$ cat src/verilog/mmiu_regs.svh
// Constants for the maintenance and monitor instruction unit
`ifndef MMIU_REGS_SVH
`define MMIU_REGS_SVH
`define MMIU_OP_IDLE 8'h00
`define MMIU_OP_BKPT 8'h04
`define MMIU_OP_FTEST 8'h06
`define MMIU_OP_CHAN 8'h08
`define MMIU_OP_STAR 8'h0C
`define MMIU_OP_LDAR 8'h0D
`define MMIU_EN_LSB 54
`define MMIU_EN_MSB 48
`define MMIU_ADDR_MSB 47
`define MMIU_ADDR_LSB 5
`define MMIU_HW_DROP 5
`define MMIU_SW_DROP 7
`define MMIU_FT_LSB 0
`define MMIU_PERMIT_BIT 50
`define MMIU_AR_BASE 48'h000000004000
`define MMIU_AR_STEP 48'h000000000040
`define MMIU_AR_COUNT 5'h10
`define MMIU_CHAN_MIN 8'h01
`define MMIU_CHAN_MAX 8'h0C
`endif
$ cat src/verilog/mmiu_pkg.sv
// Types for the maintenance and monitor instruction unit
package mmiu_pkg;
  typedef enum logic [3:0] {
    MMIU_IDLE = 4'h1,
    MMIU_WAIT = 4'h2,
    MMIU_XFER = 4'h4,
    MMIU_STOP = 4'h8
  } mmiu_state_t;
endpackage : mmiu_pkg

$ cat src/verilog/mmiu_addr_cmp.sv
// One breakpoint comparator for one reference kind
`timescale 1ns/1ps
`default_nettype none
`include "mmiu_regs.svh"
module mmiu_addr_cmp #(
  parameter int DROP = 7
) (
  input wire logic [47:0] refAddr, // Bit address of the reference
  input wire logic refValid, // Reference made this instruction
  input wire logic [47:0] bkptAddr, // Breakpoint address, bit aligned
  input wire logic enable, // Usage enable for this kind
  output logic hit // Match found
);
  // Compare above the granularity boundary only
  wire logic [47-DROP:0] refHi = refAddr[47:DROP];
  wire logic [47-DROP:0] bkHi = bkptAddr[47:DROP];
  assign hit = enable && refValid && (refHi == bkHi);
endmodule : mmiu_addr_cmp
`default_nettype wire

$ cat src/verilog/mmiu_core.sv
// Maintenance and monitor-only instruction unit
`timescale 1ns/1ps
`default_nettype none
`include "mmiu_regs.svh"
module mmiu_core #(
  parameter int AR_WIDTH = 64
) (
  input wire logic clk_sys, // System clock
  input wire logic rst_n, // Synchronous reset, active low
  input wire logic clkEn, // Clock enable, freezes state when low
  input wire logic issue, // Instruction issued to this unit
  input wire logic [7:0] funcCode, // Function code F
  input wire logic [7:0] desigR, // R designator
  input wire logic [63:0] regR, // Content of register named by R
  input wire logic monitorMode, // High in monitor mode
  input wire logic [63:0] ctxWord8, // Saved context word 8 of the job
  input wire logic jobStart, // Exchange into a job
  input wire logic [63:0] ctxBkpt, // Saved breakpoint from job context
  input wire logic exchToMon, // Exchange into monitor mode
  input wire logic instDone, // Current instruction has completed
  input wire logic [47:0] progAddr, // Program address of instruction
  input wire logic [47:0] virtAddr [6], // Operand addresses, job mode
  input wire logic [47:0] absAddr [6], // Operand addresses, monitor mode
  input wire logic [5:0] opValid, // Operand reference made, per kind
  input wire logic [5:0] refSpecial, // Search or channel origin, per kind
  input wire logic extIntr, // External interrupt request
  input wire logic memAck, // Storage accepted the transfer
  input wire logic [AR_WIDTH-1:0] memRdData, // Word read from storage
  input wire logic [AR_WIDTH-1:0] arRdData, // Associative register read
  input wire logic [3:0] parityIn [3], // Raw parity per half-word per bus
  output logic [3:0] parityOut [3], // Parity seen by the checkers
  output logic busy, // Unit holds the issue path
  output logic done, // Instruction finished, one cycle
  output logic bkptFlag, // Pulse setting data flag bit 47
  output logic stopReq, // Instruction processing halted
  output logic undefInst, // Treat as undefined instruction, pulse
  output logic [7:0] undefFunc, // Function code saved on undefined
  output logic [47:0] undefAddr, // Program address saved on undefined
  output logic extIntrEn, // External interrupt enabled
  output logic intrBlock, // Interrupts and I/O requests refused
  output logic chanFlagSet, // Channel flag set pulse
  output logic [3:0] chanNum, // Channel of the last in-range channel instruction, in either mode
  output logic memReq, // Storage request
  output logic memWrite, // Storage request is a write
  output logic [47:0] memAddr, // Absolute storage address
  output logic [AR_WIDTH-1:0] memWrData, // Word written to storage
  output logic [3:0] arIndex, // Associative register selected
  output logic arWrite, // Write associative register
  output logic [AR_WIDTH-1:0] arWrData // Associative register data
);
  import mmiu_pkg::*;

  // Registered state and output holding stages
  logic [63:0] bkptReg_ff; // breakpoint_match_register
  logic [3:0] faultMode_ff;
  mmiu_state_t state_ff;
  mmiu_state_t nxt_state;
  logic storeDir_ff;
  logic [4:0] arCnt_ff;
  logic [47:0] arAddr_ff;
  logic done_ff, bkptFlag_ff, stop_ff, undef_ff, ieEn_ff;
  logic chanSet_ff;
  logic [3:0] chanNum_ff;
  logic [7:0] undefFunc_ff;
  logic [47:0] undefAddr_ff;
  logic [AR_WIDTH-1:0] wrData_ff;
  logic [AR_WIDTH-1:0] arWrData_ff;
  logic arWrite_ff;
  logic hitHold_ff;

  // Decode of the issued instruction
  wire logic isIdle = issue && funcCode == `MMIU_OP_IDLE;
  wire logic isBkpt = issue && funcCode == `MMIU_OP_BKPT;
  wire logic isFtest = issue && funcCode == `MMIU_OP_FTEST;
  wire logic isChan = issue && funcCode == `MMIU_OP_CHAN;
  wire logic isStar = issue && funcCode == `MMIU_OP_STAR;
  wire logic isLdar = issue && funcCode == `MMIU_OP_LDAR;
  wire logic isMonOnly = isIdle || isChan || isStar || isLdar;
  wire logic accept = issue && state_ff == MMIU_IDLE;
  wire logic monFault = accept && isMonOnly && !monitorMode;
  wire logic chanOk = desigR >= `MMIU_CHAN_MIN &&
                      desigR <= `MMIU_CHAN_MAX;
  wire logic chanBad = accept && isChan && monitorMode && !chanOk;
  wire logic ftPermit = monitorMode ||
                        ctxWord8[`MMIU_PERMIT_BIT];
  wire logic ftDo = accept && isFtest && ftPermit;
  wire logic bkStop = accept && isBkpt && desigR == 8'h00;
  wire logic bkLoad = accept && isBkpt && desigR != 8'h00;
  wire logic idleGo = accept && isIdle && monitorMode;
  wire logic arGo = accept && (isStar || isLdar) && monitorMode;

  // Breakpoint fields
  wire logic [6:0] usageEn = bkptReg_ff[`MMIU_EN_LSB:`MMIU_EN_MSB];
  // Address field stays in place; low half-word bits read as zero
  wire logic [47:0] bkAddr = {bkptReg_ff[`MMIU_ADDR_MSB:`MMIU_ADDR_LSB],
    5'h00};
  // Comparator results, one per operand kind and one for the program
  wire logic [5:0] opHit;
  wire logic progHit;

  // Program address compared on half-word granularity
  mmiu_addr_cmp #(.DROP(`MMIU_HW_DROP)) uProg (
    .refAddr(progAddr),
    .refValid(instDone),
    .bkptAddr(bkAddr),
    .enable(usageEn[6]),
    .hit(progHit)
  );

  // Operand kinds A, B, C, Z, X, Y on sword granularity
  genvar gi;
  generate
    for (gi = 0; gi < 6; gi++)
    begin : gOp
      wire logic [47:0] selAddr = monitorMode ? absAddr[gi] :
                                  virtAddr[gi];
      wire logic okRef = opValid[gi] && !refSpecial[gi];
      mmiu_addr_cmp #(.DROP(`MMIU_SW_DROP)) uOp (
        .refAddr(selAddr),
        .refValid(okRef),
        .bkptAddr(bkAddr),
        .enable(usageEn[5-gi]),
        .hit(opHit[gi])
      );
    end
  endgenerate

  // Any enabled operand kind; the flag waits for completion
  wire logic anyOpHit = |opHit;
  wire logic raiseBk = instDone && (progHit || anyOpHit ||
                       hitHold_ff);

  // Parity inversion per half-word on every read bus
  generate
    for (gi = 0; gi < 3; gi++)
    begin : gPar
      assign parityOut[gi] = parityIn[gi] ^ faultMode_ff;
    end
  endgenerate

  // Associative register transfer sequencing
  wire logic arLast = arCnt_ff == (`MMIU_AR_COUNT - 5'h01);
  wire logic xferStep = state_ff == MMIU_XFER && memAck;

  // Next state of the sequencer
  always_comb
  begin
    nxt_state = state_ff;
    case (state_ff)
      MMIU_IDLE:
      begin
        if (idleGo)
          nxt_state = MMIU_WAIT;
        else if (arGo)
          nxt_state = MMIU_XFER;
        else if (bkStop)
          nxt_state = MMIU_STOP;
      end
      MMIU_WAIT:
        if (extIntr)
          nxt_state = MMIU_IDLE;
      MMIU_XFER:
        if (xferStep && arLast)
          nxt_state = MMIU_IDLE;
      MMIU_STOP:
        nxt_state = MMIU_STOP;
      default:
        nxt_state = MMIU_IDLE;
    endcase
  end

  // State register
  always_ff @(posedge clk_sys)
  begin
    if (!rst_n)
      state_ff <= MMIU_IDLE;
    else if (clkEn)
      state_ff <= nxt_state;
  end

  // Breakpoint register load, restore and clear
  always_ff @(posedge clk_sys)
  begin
    if (!rst_n)
      bkptReg_ff <= 64'h0000000000000000;
    else if (clkEn)
    begin
      if (exchToMon)
        bkptReg_ff <= 64'h0000000000000000;
      else if (jobStart)
        bkptReg_ff <= ctxBkpt;
      else if (bkLoad)
        bkptReg_ff <= regR;
    end
  end

  // Operand hits held until the instruction completes
  always_ff @(posedge clk_sys)
  begin
    if (!rst_n)
      hitHold_ff <= 1'b0;
    else if (clkEn)
      hitHold_ff <= !instDone && (hitHold_ff || anyOpHit);
  end

  // Breakpoint flag pulse after completion
  always_ff @(posedge clk_sys)
  begin
    if (!rst_n)
      bkptFlag_ff <= 1'b0;
    else if (clkEn)
      bkptFlag_ff <= raiseBk;
  end

  // Fault test modes
  always_ff @(posedge clk_sys)
  begin
    if (!rst_n)
      faultMode_ff <= 4'h0;
    else if (clkEn && ftDo)
      faultMode_ff <= desigR[3:0];
  end

  // Completion, undefined and channel pulses, and the stop latch held until reset
  always_ff @(posedge clk_sys)
  begin
    if (!rst_n)
    begin
      done_ff <= 1'b0;
      undef_ff <= 1'b0;
      stop_ff <= 1'b0;
      chanSet_ff <= 1'b0;
      chanNum_ff <= 4'h0;
    end
    else if (clkEn)
    begin
      done_ff <= (accept && !idleGo && !arGo && !bkStop) ||
                 (state_ff == MMIU_WAIT && extIntr) ||
                 (xferStep && arLast);
      undef_ff <= monFault || chanBad;
      stop_ff <= stop_ff || bkStop;
      chanSet_ff <= accept && isChan && monitorMode && chanOk;
      if (accept && isChan && chanOk)
        chanNum_ff <= desigR[3:0];
    end
  end

  // Saved function code and program address for undefined
  always_ff @(posedge clk_sys)
  begin
    if (!rst_n)
    begin
      undefFunc_ff <= 8'h00;
      undefAddr_ff <= 48'h000000000000;
    end
    else if (clkEn && (monFault || chanBad))
    begin
      undefFunc_ff <= funcCode;
      undefAddr_ff <= progAddr;
    end
  end

  // Idle interrupt enable
  always_ff @(posedge clk_sys)
  begin
    if (!rst_n)
      ieEn_ff <= 1'b0;
    else if (clkEn)
      ieEn_ff <= nxt_state == MMIU_WAIT;
  end

  // Associative transfer counter and address
  always_ff @(posedge clk_sys)
  begin
    if (!rst_n)
    begin
      arCnt_ff <= 5'h00;
      arAddr_ff <= 48'h000000000000;
      storeDir_ff <= 1'b0;
    end
    else if (clkEn)
    begin
      if (arGo)
      begin
        arCnt_ff <= 5'h00;
        arAddr_ff <= `MMIU_AR_BASE;
        storeDir_ff <= isStar;
      end
      else if (xferStep)
      begin
        arCnt_ff <= arCnt_ff + 5'h01;
        arAddr_ff <= arAddr_ff + `MMIU_AR_STEP;
      end
    end
  end

  // Load path writes registers from storage
  always_ff @(posedge clk_sys)
  begin
    if (!rst_n)
    begin
      arWrite_ff <= 1'b0;
      arWrData_ff <= '0;
      wrData_ff <= '0;
    end
    else if (clkEn)
    begin
      arWrite_ff <= xferStep && !storeDir_ff;
      if (xferStep)
        arWrData_ff <= memRdData;
      wrData_ff <= arRdData;
    end
  end

  // Register index lags the storage step by the write stage
  logic [3:0] arWrIdx_ff;
  always_ff @(posedge clk_sys)
  begin
    if (!rst_n)
      arWrIdx_ff <= 4'h0;
    else if (clkEn && xferStep)
      arWrIdx_ff <= arCnt_ff[3:0];
  end

  // Outputs
  assign busy = state_ff != MMIU_IDLE;
  assign done = done_ff;
  assign bkptFlag = bkptFlag_ff;
  assign stopReq = stop_ff;
  assign undefInst = undef_ff;
  assign undefFunc = undefFunc_ff;
  assign undefAddr = undefAddr_ff;
  assign extIntrEn = ieEn_ff;
  assign intrBlock = |faultMode_ff;
  assign chanFlagSet = chanSet_ff;
  assign chanNum = chanNum_ff;
  assign memReq = state_ff == MMIU_XFER;
  assign memWrite = storeDir_ff;
  assign memAddr = arAddr_ff;
  assign memWrData = wrData_ff;
  assign arIndex = arWrite_ff ? arWrIdx_ff : arCnt_ff[3:0];
  assign arWrite = arWrite_ff;
  assign arWrData = arWrData_ff;
endmodule : mmiu_core
`default_nettype wire

$ cat config.mk
export PLATFORM = sky130hd
export DESIGN_NAME = mmiu_core
export DESIGN_NICKNAME = d
export VERILOG_FILES = /design/src/verilog/mmiu_pkg.sv /design/src/verilog/mmiu_addr_cmp.sv /design/src/verilog/mmiu_core.sv
export VERILOG_INCLUDE_DIRS = /design/src /design/src/verilog
export SDC_FILE = /design/constraint.sdc
export NUM_CORES = 1
export LEC_CHECK = 0
export BUFFER_PORTS_ARGS = -buffer_cell sky130_fd_sc_hd__buf_2
export CAP_MARGIN = 20
export CORE_AREA = 2 2 484 486
export CTS_CLUSTER_DIAMETER = 80
export DETAILED_ROUTE_END_ITERATION = 8
export DIE_AREA = 0 0 486 488
export PLACE_DENSITY_LB_ADDON = 0.15
export SETUP_SLACK_MARGIN = 0.15
export SYNTH_ARGS = -nofsm -noshare
export SYNTH_HDL_FRONTEND = slang
export SYNTH_HIERARCHICAL = 1
export SYNTH_SLANG_ARGS = --single-unit
$ cat constraint.sdc
create_clock -name clk_sys -period 4.35 [get_ports clk_sys]
set_input_delay 0.435 -clock clk_sys [delete_from_list [all_inputs] [get_ports clk_sys]]
set_output_delay 0.435 -clock clk_sys [all_outputs]
set_load 0.01 [all_outputs]
==> results by group <==
Outcome
  • Outcome: completed

Worst hold path
  • Worst hold path endpoint: arWrData[19]
  • Tightest Hold Check Type: primary input to flop
  • Number of cells on the worst hold path: 3
  • Beginning of the worst hold path: memRdData[19]

Logic synthesis
  • Syn Area/Cell: 8.84 um^2
  • Warnings, synthesis: 6
  • Cells after synthesis: 2090
  • Combined area of all synthesized cells: roughly 18000 um^2

Routing
  • First drt pass iteration count: 5
  • ANT nets after route: 0
  • Mean routed wirelength per cell: 29.7 um
  • DR iter-0 viols: 890
  • Final WL: just under 200000 um
  • Via total after detailed routing: 21700
  • DR DRC count: 0
  • Ratio of routed vias to standard cells: 3.32

Clock tree
  • Number of buffers inserted during clock tree synthesis: 52
  • Htree depth: 2
  • Clk Latency, worst-skew pair: 690 ps
  • Number of cells upsized or downsized after cts: 0
  • Largest buffer count on any clock path: 3
  • Clock slew at reported path FFs: 60 ps
  • Number of sinks handled by clock tree synthesis: 306
  • Clock Tree Root: sky130_fd_sc_hd__clkbuf_16
  • CTS tree: built

Placement
  • Final HPWL from detailed placement: 167000 um
  • Worst Setup Slack post-DPL: 276 ps
  • Weighted congestion at the end of routability-driven global placement: between 1 and 1.5
  • Buffers added on ports: 1075

STA
  • Fin crit period: approximately 3200 ps
  • Final-layout setup total negative slack: 0 ps
  • Setup WS post-layout: 1160 ps
  • Setup repair after global routing missed its margin: no
  • Final period util: about three quarters
  • Setup violations, final: 0
  • Worst-case headroom to the max-slew limit: 30.0%
  • Hold_ws: 72.7 ps
  • Final worst clock skew: 91.0 ps
  • FMAX: 0.313 GHz
  • Worst Tran Pin Value: 1050 ps
  • Max Transition Viols Final: 0
  • Final number of hold-violating endpoints: 0

Pwr
  • Switching portion of total power: a little under a third
  • Maximum resistive drop on vdd: 0.281 mV
  • Internal Dissipation: 6.28 mW
  • Net switching power: 2.80 mW
  • Fraction of power consumed by combinational cells: between 10% and 20%
  • Part of the power in the clock network: 47.9%
  • Post-layout power: 9.09 mW
  • Ratio of total power to cell area: a little under 300 nW/um^2
  • Leakage power: 13.4 nW
  • Sequential power share: 32.5%

Setup path
  • Critical setup path kind: primary input to flop
  • Data arrival time at the worst-slack endpoint: 3790 ps
  • Peak per-stage delay on the critical path: 620 ps
  • Reg2reg path depth: 9
  • Crit path cell chain: buf_8 -> buf_12 -> buf_12 -> mux2_2 -> xor2_1 -> nor4_1 -> nand3_1 -> nor4_2 -> nor4_1 -> nand2_1 -> o311ai_0 -> a21oi_1
  • Endpoint of the lowest-slack register-to-register path: bkptFlag
  • Category of the worst setup path capture point: flop
  • Worst Path Required: 4940 ps
  • Startpoint of the worst-slack reg-to-reg timing path: bkptReg_ff[13]
  • Worst Path Max Fanout: 39
  • Type of origin of the critical path: primary input
  • Slack of the worst reg-to-reg path: 1230 ps
  • Slowest CP cell: sky130_fd_sc_hd__nor4_1

Die
  • Die boundary height: 488 um
  • I/O Pins: about 1300
  • DIE WIDTH: ~490 um
  • DIE AREA: 237000 um^2
  • Area inside the core boundary: 232000 um^2
  • Starting density of the core: 7.97%
  • Std cell rows: between 150 and 200

Final layout
  • Syn-to-layout area delta: 70.1%
  • Finished Core Util: between 10% and 20%
  • Nets: 4303
  • Layout cell share with drive strength beyond 1: between 40% and 50%

Run
  • Number of max-cap violations: 0

GRT
  • First-pass GRT wire length: 240000 um
  • Overall overflow remaining after global route: 0
  • Total routing usage reported by global routing: 15.7%
  • Maximum number of pins on one net before global-route repair: 79
  • Via count of the first global-routing pass: between 20000 and 25000
  • Antenna violations before repair: 252
==> power groups by stage <==
stage	logic, mW	registers, mW	clock network [mW]
finish	1.78	2.96	4.35
global route	1.91	2.96	4.65
CTS	1.84	2.96	4.57
detailed placement	1.70	3.02	0
global placement	1.70	3.02	0
floorplan	0.708	3.00	0
==> stage by stage <==
step | std cells | cell area, um^2
6_report | 6525 | 31400
3_5_place_dp | 6149 | 27900
3_3_place_gp | 6147 | 27800
4_1_cts | 6392 | 31100
2_1_floorplan | 2095 | 18500
5_1_grt | 6488 | 31400
==> worst max-delay path by stage <==
stage	from	end
final	monitorMode	bkptFlag
after global routing	bkptReg_ff[13]	bkptFlag
after CTS	bkptReg_ff[13]	bkptFlag
after detailed placement	monitorMode	bkptFlag
after global placement	monitorMode	bkptFlag
after floorplan	monitorMode	bkptFlag
==> state kept, by name, summed over array words and instances, names as in the netlist, 4 cells and up <==
register / cells
arCnt_ff: 5
arWrData: 64
arWrIdx_ff: 4
bkptReg_ff: 50
chanNum: 4
faultMode_ff: 4
memAddr: 42
memWrData: 64
state_ff: 4
undefAddr: 48
undefFunc: 8
==> area by class of cell <==
cell class	instances	area, um^2
fill	26800	200000
multi-input combinational	1625	11700
timing repair buffer	1301	7590
sequential	306	6130
tap	3043	3810
clock buffer	68	1440
antenna	133	333
clock inverter	29	323
inverter	20	80.1
==> cell usage in the layout (no fill, tap or decap), types with 6 or more instances in the layout <==
cell and count:
sky130_fd_sc_hd__dfxtp_1 306, sky130_fd_sc_hd__xor2_1 233, sky130_fd_sc_hd__or4_1 13, sky130_fd_sc_hd__nand3_1 123
sky130_fd_sc_hd__nor2b_1 8, sky130_fd_sc_hd__o31ai_1 55, sky130_fd_sc_hd__o21ai_0 82, sky130_fd_sc_hd__inv_1 18
sky130_fd_sc_hd__nor4_1 64, sky130_fd_sc_hd__inv_6 9, sky130_fd_sc_hd__nor3_1 6, sky130_fd_sc_hd__nand2_1 229
sky130_fd_sc_hd__diode_2 133, sky130_fd_sc_hd__a21oi_1 101, sky130_fd_sc_hd__dlygate4sd3_1 146, sky130_fd_sc_hd__nor2_1 110
sky130_fd_sc_hd__conb_1 6, sky130_fd_sc_hd__and4_1 9, sky130_fd_sc_hd__a211o_1 7, sky130_fd_sc_hd__buf_12 8
sky130_fd_sc_hd__buf_4 72, sky130_fd_sc_hd__or3_1 17, sky130_fd_sc_hd__mux2i_1 122, sky130_fd_sc_hd__nand4_1 39
sky130_fd_sc_hd__mux2_2 250, sky130_fd_sc_hd__xnor2_1 76, sky130_fd_sc_hd__clkbuf_8 9, sky130_fd_sc_hd__buf_2 1071
sky130_fd_sc_hd__and3_1 10, sky130_fd_sc_hd__nor4_2 7, sky130_fd_sc_hd__clkbuf_16 52, sky130_fd_sc_hd__clkbuf_1 8
sky130_fd_sc_hd__clkinv_2 11
==> critical path, delay by kind of cell <==
kind | cells | cell delay (ps)
XOR/XNOR | 1 | 150
AO/OA/AOI/OAI | 2 | 400
multiplexers | 1 | 350
buffers and inverters | 3 | 740
AND/OR/NAND/NOR | 5 | 1650
==> what timing repair did <==
item,CTS,global route
hold buffers,146,0
buffers inserted,0,0
hold endpoints to repair,147,0
==> routing by layer <==
metal | vias up | global-route usage (%) | wire, um
li1 | 10000 | - | -
met2 | 1012 | 28.6 | 96800
met4 | 140 | 7.64 | 11900
met3 | 508 | 5.95 | 15700
met5 | - | 0 | 956
met1 | 10000 | 15.6 | 68300
(Power assumes the default switching activity.)
